===== src/core/srq_status_cfg.svh =====
// Register offsets, field positions and reset values for the status byte block
`ifndef SRQ_STATUS_CFG_SVH
`define SRQ_STATUS_CFG_SVH
`define OFS_SRE        8'h00
`define OFS_STB        8'h04
`define OFS_POLL       8'h08
`define OFS_ESR        8'h0c
`define OFS_ESE        8'h10
`define OFS_EVT        8'h14
`define OFS_CMD        8'h18
`define OFS_OBUF       8'h1c
`define OFS_OPSTAT     8'h20
`define BIT_OPER       7
`define BIT_RQS        6
`define BIT_ESB        5
`define BIT_MAV        4
`define BIT_UNUSED     3
`define BIT_HWERR      2
`define BIT_OPERR      1
`define BIT_OPC        0
`define SUM_MASK       8'hb6
`define SRE_RESET      8'h00
`define ESE_RESET      8'h00
`define OPC_ANSWER     8'h31
`define CMD_OPC        2'h1
`define CMD_OPCQ       2'h2
`define CMD_RST        2'h3
`endif


===== src/core/srq_status_pkg.sv =====
// Types shared by the status byte block
package srq_status_pkg;
  typedef enum logic [1:0] {
    OPC_IDLE = 2'b00,
    OPC_FLAG = 2'b01,
    OPC_HOLD = 2'b10
  } opc_state_e;
  typedef struct packed {
    logic oper;
    logic hwerr;
    logic operr;
  } summary_s;
endpackage


===== src/core/service_request_status_byte.sv =====
// Status byte, service request enable and operation-complete logic
// What this block does
// - Each summary bit ANDed with its enable; any enabled bit sets bit 6.
// - Enable register loads from a write and reads back its contents.
// - Reading the enable register leaves it unchanged.
// - Writing zero to the enable register disables every summary bit.
// - Rising edge of the enabled summary raises a service request.
// - Serial poll answer carries bit 6 set in a requesting device.
// - Completing a serial poll clears the request-service function.
// - No new request until the originating event register is cleared.
// - Poll leaves master summary set until enabled summaries clear.
// - Status byte read returns master summary in bit 6 and clears nothing.
// - Bit 4 shows data waiting; clear when output buffer empty.
// - Message-available may be enabled so the controller waits.
// - Operation-complete command sets event bit 0 when operation ends.
// - Commands still accepted while operation-complete flag pending.
// - Operation-complete query never touches event bit 0.
// - Operation-complete query waits for operation end, then buffers value 1.
// - Weight 32 enables event summary; event mask 32 is command error.
// - Reading event status register clears it and re-arms requests.
// - Bits 7,5,4,2,1 carry summaries; bit 3 unused.
// - Summary bits follow sources without latching.
//
// The address map and register access over AHB-Lite are this design's own decisions.
`timescale 1ns/1ps
`include "srq_status_cfg.svh"
module service_request_status_byte
  import srq_status_pkg::*;
(
  input  wire logic        hclk,        // Bus clock, 250 MHz
  input  wire logic        hresetn,     // Asynchronous reset, active low
  input  wire logic        hsel,        // Slave select
  input  wire logic [7:0]  haddr,       // Byte address
  input  wire logic [1:0]  htrans,      // Transfer type
  input  wire logic        hwrite,      // Write when high
  input  wire logic [2:0]  hsize,       // Transfer size
  input  wire logic        hready,      // Bus ready in
  input  wire logic [31:0] hwdata,      // Write data
  output logic      [31:0] hrdata,      // Read data
  output logic             hreadyout,   // Slave ready
  output logic             hresp,       // Always OKAY
  input  wire summary_s    summary_in,  // Summary levels from event sets
  input  wire logic [7:0]  std_evt_in,  // Standard event set pulses
  input  wire logic        obuf_nonempty, // Output buffer holds data
  input  wire logic        op_busy,     // Device operation in progress
  output logic             srq,         // Service request line
  output logic             opc_answer_valid, // Pulse: put answer in buffer
  output logic [7:0]       opc_answer_data   // Answer byte
);

  localparam int SREW = 8;

  logic [SREW-1:0] sre_reg;
  logic [SREW-1:0] sre_next;
  logic [7:0]      esr_reg;
  logic [7:0]      esr_next;
  logic [7:0]      ese_reg;
  logic [7:0]      ese_next;
  logic            rqs_reg;
  logic            rqs_next;
  logic            mss_prev_reg;
  logic            srq_reg;
  logic            srq_next;
  opc_state_e      opc_reg;
  opc_state_e      opc_next;
  logic            ans_reg;
  logic [31:0]     hrdata_reg;
  logic [31:0]     rd_mux;

  // Address phase captured for the data phase
  logic            dp_valid_reg;
  logic            dp_write_reg;
  logic [7:0]      dp_addr_reg;

  wire addr_phase = hsel & htrans[1] & hready;
  wire wr_now     = dp_valid_reg & dp_write_reg;
  wire rd_now     = addr_phase & ~hwrite;

  wire wr_sre     = wr_now & (dp_addr_reg == `OFS_SRE);
  wire wr_ese     = wr_now & (dp_addr_reg == `OFS_ESE);
  wire wr_evt     = wr_now & (dp_addr_reg == `OFS_EVT);
  wire wr_cmd     = wr_now & (dp_addr_reg == `OFS_CMD);
  wire rd_esr     = rd_now & (haddr == `OFS_ESR);
  wire rd_poll    = rd_now & (haddr == `OFS_POLL);
  wire [1:0] cmd  = hwdata[1:0];

  // Standard event summary is the masked event register
  wire esb        = |(esr_reg & ese_reg);
  logic [7:0] stb_sum;
  assign stb_sum[`BIT_OPER]  = summary_in.oper;
  assign stb_sum[`BIT_RQS]   = 1'b0;
  assign stb_sum[`BIT_ESB]   = esb;
  assign stb_sum[`BIT_MAV]   = obuf_nonempty;
  assign stb_sum[`BIT_UNUSED] = 1'b0;
  assign stb_sum[`BIT_HWERR] = summary_in.hwerr;
  assign stb_sum[`BIT_OPERR] = summary_in.operr;
  assign stb_sum[`BIT_OPC]   = 1'b0;

  // Master summary follows the masked summaries directly
  wire mss       = |(stb_sum & sre_reg & `SUM_MASK);
  wire mss_rise  = mss & ~mss_prev_reg;

  wire [7:0] stb_query = stb_sum | ({7'h00, mss} << `BIT_RQS);
  wire [7:0] stb_poll  = stb_sum | ({7'h00, rqs_reg} << `BIT_RQS);

  // Request-service: a new rise wins over a poll in the same cycle
  assign rqs_next = mss_rise ? 1'b1 : (rd_poll ? 1'b0 : rqs_reg);
  assign srq_next = rqs_next;
  assign sre_next = wr_sre ? hwdata[SREW-1:0] : sre_reg;

  // Event register: sources set, reading clears; a set wins the clear
  wire [7:0] esr_set;
  assign esr_set = std_evt_in
                 | ({7'h00, (opc_reg == OPC_FLAG) & ~op_busy}
                    << `BIT_OPC)
                 | (wr_evt ? hwdata[7:0] : 8'h00);
  assign esr_next = (rd_esr ? 8'h00 : esr_reg) | esr_set;
  assign ese_next = wr_ese ? hwdata[7:0] : ese_reg;

  // Operation-complete sequencing
  always_comb begin
    opc_next = opc_reg;
    unique case (opc_reg)
      OPC_IDLE: begin
        if (wr_cmd && cmd == `CMD_OPC) begin
          opc_next = OPC_FLAG;
        end else if (wr_cmd && cmd == `CMD_OPCQ) begin
          opc_next = OPC_HOLD;
        end
      end
      OPC_FLAG: begin
        if (wr_cmd && cmd == `CMD_OPCQ) begin
          opc_next = OPC_HOLD;
        end else if (wr_cmd && cmd == `CMD_RST) begin
          opc_next = OPC_IDLE;
        end else if (!op_busy) begin
          opc_next = OPC_IDLE;
        end
      end
      OPC_HOLD: begin
        if (!op_busy || (wr_cmd && cmd == `CMD_RST)) begin
          opc_next = OPC_IDLE;
        end
      end
      default: opc_next = OPC_IDLE;
    endcase
  end

  // Query completion does not touch event bit 0
  wire opc_done_q = (opc_reg == OPC_HOLD) & ~op_busy;

  // Read mux; unmapped reads as zero
  wire hit_sre  = haddr == `OFS_SRE;
  wire hit_stb  = haddr == `OFS_STB;
  wire hit_esr  = haddr == `OFS_ESR;
  wire hit_ese  = haddr == `OFS_ESE;
  wire hit_op   = haddr == `OFS_OPSTAT;
  assign rd_mux = hit_sre  ? {24'h000000, sre_reg}   :
                  hit_stb  ? {24'h000000, stb_query} :
                  rd_poll  ? {24'h000000, stb_poll}  :
                  hit_esr  ? {24'h000000, esr_reg}   :
                  hit_ese  ? {24'h000000, ese_reg}   :
                  hit_op   ? {30'h00000000, opc_reg} :
                  32'h00000000;

  always_ff @(posedge hclk or negedge hresetn) begin
    if (!hresetn) begin
      dp_valid_reg <= 1'b0;
      dp_write_reg <= 1'b0;
      dp_addr_reg  <= 8'h00;
      hrdata_reg   <= 32'h00000000;
    end else begin
      dp_valid_reg <= addr_phase;
      dp_write_reg <= hwrite;
      dp_addr_reg  <= haddr;
      if (rd_now) begin
        hrdata_reg <= rd_mux;
      end
    end
  end

  always_ff @(posedge hclk or negedge hresetn) begin
    if (!hresetn) begin
      sre_reg      <= `SRE_RESET;
      esr_reg      <= 8'h00;
      ese_reg      <= `ESE_RESET;
      rqs_reg      <= 1'b0;
      mss_prev_reg <= 1'b0;
      srq_reg      <= 1'b0;
      opc_reg      <= OPC_IDLE;
      ans_reg      <= 1'b0;
    end else begin
      sre_reg      <= sre_next;
      esr_reg      <= esr_next;
      ese_reg      <= ese_next;
      rqs_reg      <= rqs_next;
      mss_prev_reg <= mss;
      srq_reg      <= srq_next;
      opc_reg      <= opc_next;
      ans_reg      <= opc_done_q;
    end
  end

  assign hrdata           = hrdata_reg;
  assign hreadyout        = 1'b1;
  assign hresp            = 1'b0;
  assign srq              = srq_reg;
  assign opc_answer_valid = ans_reg;
  assign opc_answer_data  = `OPC_ANSWER;

endmodule


===== config.mk =====
export PLATFORM = sky130hd
export DESIGN_NAME = service_request_status_byte
export DESIGN_NICKNAME = d
export VERILOG_FILES = /design/src/core/srq_status_pkg.sv /design/src/core/service_request_status_byte.sv
export VERILOG_INCLUDE_DIRS = /design/src /design/src/core
export SDC_FILE = /design/constraint.sdc
export NUM_CORES = 1
export LEC_CHECK = 0
export ABC_AREA = 1
export BUFFER_PORTS_ARGS = -buffer_cell sky130_fd_sc_hd__clkbuf_2
export CELL_PAD_IN_SITES_DETAIL_PLACEMENT = 0
export CELL_PAD_IN_SITES_GLOBAL_PLACEMENT = 1
export CORE_MARGIN = 2
export CORE_UTILIZATION = 34
export DETAILED_ROUTE_END_ITERATION = 6
export GPL_TIMING_DRIVEN = 1
export MAX_ROUTING_LAYER = met4
export PLACE_DENSITY_LB_ADDON = 0.1
export SYNTH_ARGS = -nofsm -noshare
export SYNTH_HDL_FRONTEND = slang
export SYNTH_SLANG_ARGS = --single-unit

===== constraint.sdc =====
create_clock -name hclk -period 1.6 [get_ports hclk]
set_input_delay 0.24 -clock hclk [delete_from_list [all_inputs] [get_ports hclk]]
set_output_delay 0.24 -clock hclk [all_outputs]
set_load 0.01 [all_outputs]

==> results.toml <==
[run_status]
status = "completed"

[critical_path]
critical_path_class = "flop to flop"
critPathCaptureType = "flop"
cp.arrival_ns = 1.60
cp.required_ns = 1.83
crit_path_max_fanout = 8
critPathLaunchType = "flop"

[clock_network]
clk_latency_ns = 0.31
cts_buffer_depth = 2
cts_tree = "yes"
post_cts_buffers = 0
htree_levels = 2
clkTransAtPathRegs_ns = 0.09
cts_root_buf = "clkbuf_8"
cts.sinks = 47
cts_buffers = 5
holdBufCountCts = 1
ctsResizeCount = 0

[global_route]
antenna_found_initial = 0
grt-ovfl-total = 0
grt_max_degree = 48
grt_pass1_wl_um = 9690
track_usage_pct = 15.1
first_global_vias = 1904

[yosys]
synthTopCellsByArea = "dfrtp_1 (44%), nand2_1 (13%), buf_4 (9.5%), nand3_1 (5.2%), o21ai_2 (5.2%)"
avgSynthCellArea_sq_um = 7.98
synth_seq_area_share_pct = 43.9
syn_area_sq_mm = 0.00268
ys_types = 30
synth-warning-count = 0
ys_ff_latch = 47
synth_top_area_share_pct = 43.9
synth_area_leader_cell = "dfrtp_1"
postSynthCellCount = 336

[placement]
placed_cells = 483
post-dp-hpwl_um = 4530
port_buffers = 44
globalplace.congestion = 0.784

[layout]
final_core_util_pct = 39.6
fin_cells = 492
finalNetCount = 452
final_layout_size_suffix_gt1_share_pct = 24.9
antenna_cells = 0
syn_to_final_growth_pct = 13.7

[timing]
final_hold_viol_count = 0
layout_min_cycle_time_ns = 1.37
finalSetupTns_ns = 0
setup_viol = 0
rsz0062_at_grt = "no"
final-max-slew-violation-count = 0
finalCritPeriodShare_pct = 85.9
max_freq_mhz = 728
finClkSkew_ns = 0.0129

[drt]
firstDrtPassIters = 6
first_iter_violations = 125
drc_errors = 0
wl_per_cell_um = 11.9
ant_nets = 0
detail_route.vias_per_cell = 4.32
via_count = 2125
routed_wl_um = 5870

[die]
io_pins = 107
die_h_um = 92.8
dieArea_sq_mm = 0.00861
start_util_pct = 34.9
row_count = 32
die_x_um = 92.8
core_area_sq_mm = 0.00769

[power_and_ir_drop]
leakage_uw = 0.00162
vdd_drop_max_uv = 465
power.density_mw_per_mm2 = 793

[run]
maxCapViolCount = 0

[hold_path]
hold_class = "input port to flop"
[cells in the final DEF, fill, tap and decap left out, types with 5 or more instances in the layout]
cell,netlist,final
o21ai_1,7,7
nor2_1,22,22
clkbuf_2,0,44
conb_1,2,34
inv_2,5,5
buf_4,34,6
clkbuf_8,0,6
o21ai_2,16,16
inv_1,35,35
nand2_1,93,93
a21oi_1,11,11
nand3_1,28,28
dfrtp_1,47,47
[stage by stage]
stage          total power [uW]  instance area [sq um]  setup WS, ns  hold WS, ns
2_1_floorplan              1450                   2800         0.397      -0.0556
3_3_place_gp               1510                   2920         0.205        0.251
3_5_place_dp               1510                   2920         0.197        0.252
4_1_cts                    2450                   3050         0.179       0.0608
5_1_grt                    2540                   3050        0.0683       0.0491
6_report                   2420                   3050         0.226       0.0701
[cell families (layout without fill, tap and decap cells)]
group	count (synthesis)	after routing	synth area share, %
and+or+nand+nor	167	167	28.1
buffers and inverters	78	100	16.6
DFF	47	47	43.9
AOI/OAI and AO/OA	42	42	11.2
other	2	34	0.280
[report_power, final]
part           total [uW]  switching (uW)  internal, uW
clock network         933             426           507
logic                 247             169          77.9
registers            1240            19.1          1220
[layout make-up]
| cell class | instances | area [sq um] |
|---|---|---|
| Sequential cell | 47 | 1180 |
| Multi-Input combinational cell | 243 | 1180 |
| Tap cell | 102 | 128 |
| Fill cell | 824 | 4640 |
| Timing Repair Buffer | 52 | 295 |
| Clock buffer | 6 | 82.6 |
| Clock inverter | 2 | 35.0 |
| Inverter | 40 | 150 |
[worst paths after layout]
path,startpoint,endpoint,slack [ns],cells after the start
max,dp_addr_reg[1]$_DFF_PN0_,esr_reg[0]$_DFF_PN0_,0.23,5
min,hwrite,dp_write_reg$_DFF_PN0_,0.07,1
max reg2reg,dp_addr_reg[1]$_DFF_PN0_,esr_reg[0]$_DFF_PN0_,0.23,5
min reg2reg,hrdata[1]$_DFFE_PN0P_,hrdata[1]$_DFFE_PN0P_,0.48,2
max in group asynchronous,hresetn,sre_reg[0]$_DFFE_PN0P_,0.91,3
min in group asynchronous,hresetn,opc_answer_valid$_DFF_PN0_,0.44,3
[per-layer routing]
layer / global-route usage [%] / wire length (um)
met5: - / 0
met4: 4.04 / 76
met3: 3.01 / 283
met2: 22.3 / 2550
met1: 21.1 / 2960
[synth_stat cells, drive strengths merged]
cell type and instances:
a31oi 1, nand4 4, nor4 1, dfrtp 47, conb 2, a21o 1
inv 40, nand3b 1, nand2 97, nor3 6, buf 38, o211ai 2
o21ai 25, a21oi 13, nor2 29, nand3 29
[worst max-delay path, stage by stage, from the launching register on]
cell and delay [ns]:
dfrtp_1 0.37, nor2_1 0.15, inv_1 0.08, nor3_1 0.20, nand2_1 0.29, o211ai_2 0.21
Power figures use the tool's default switching activity.
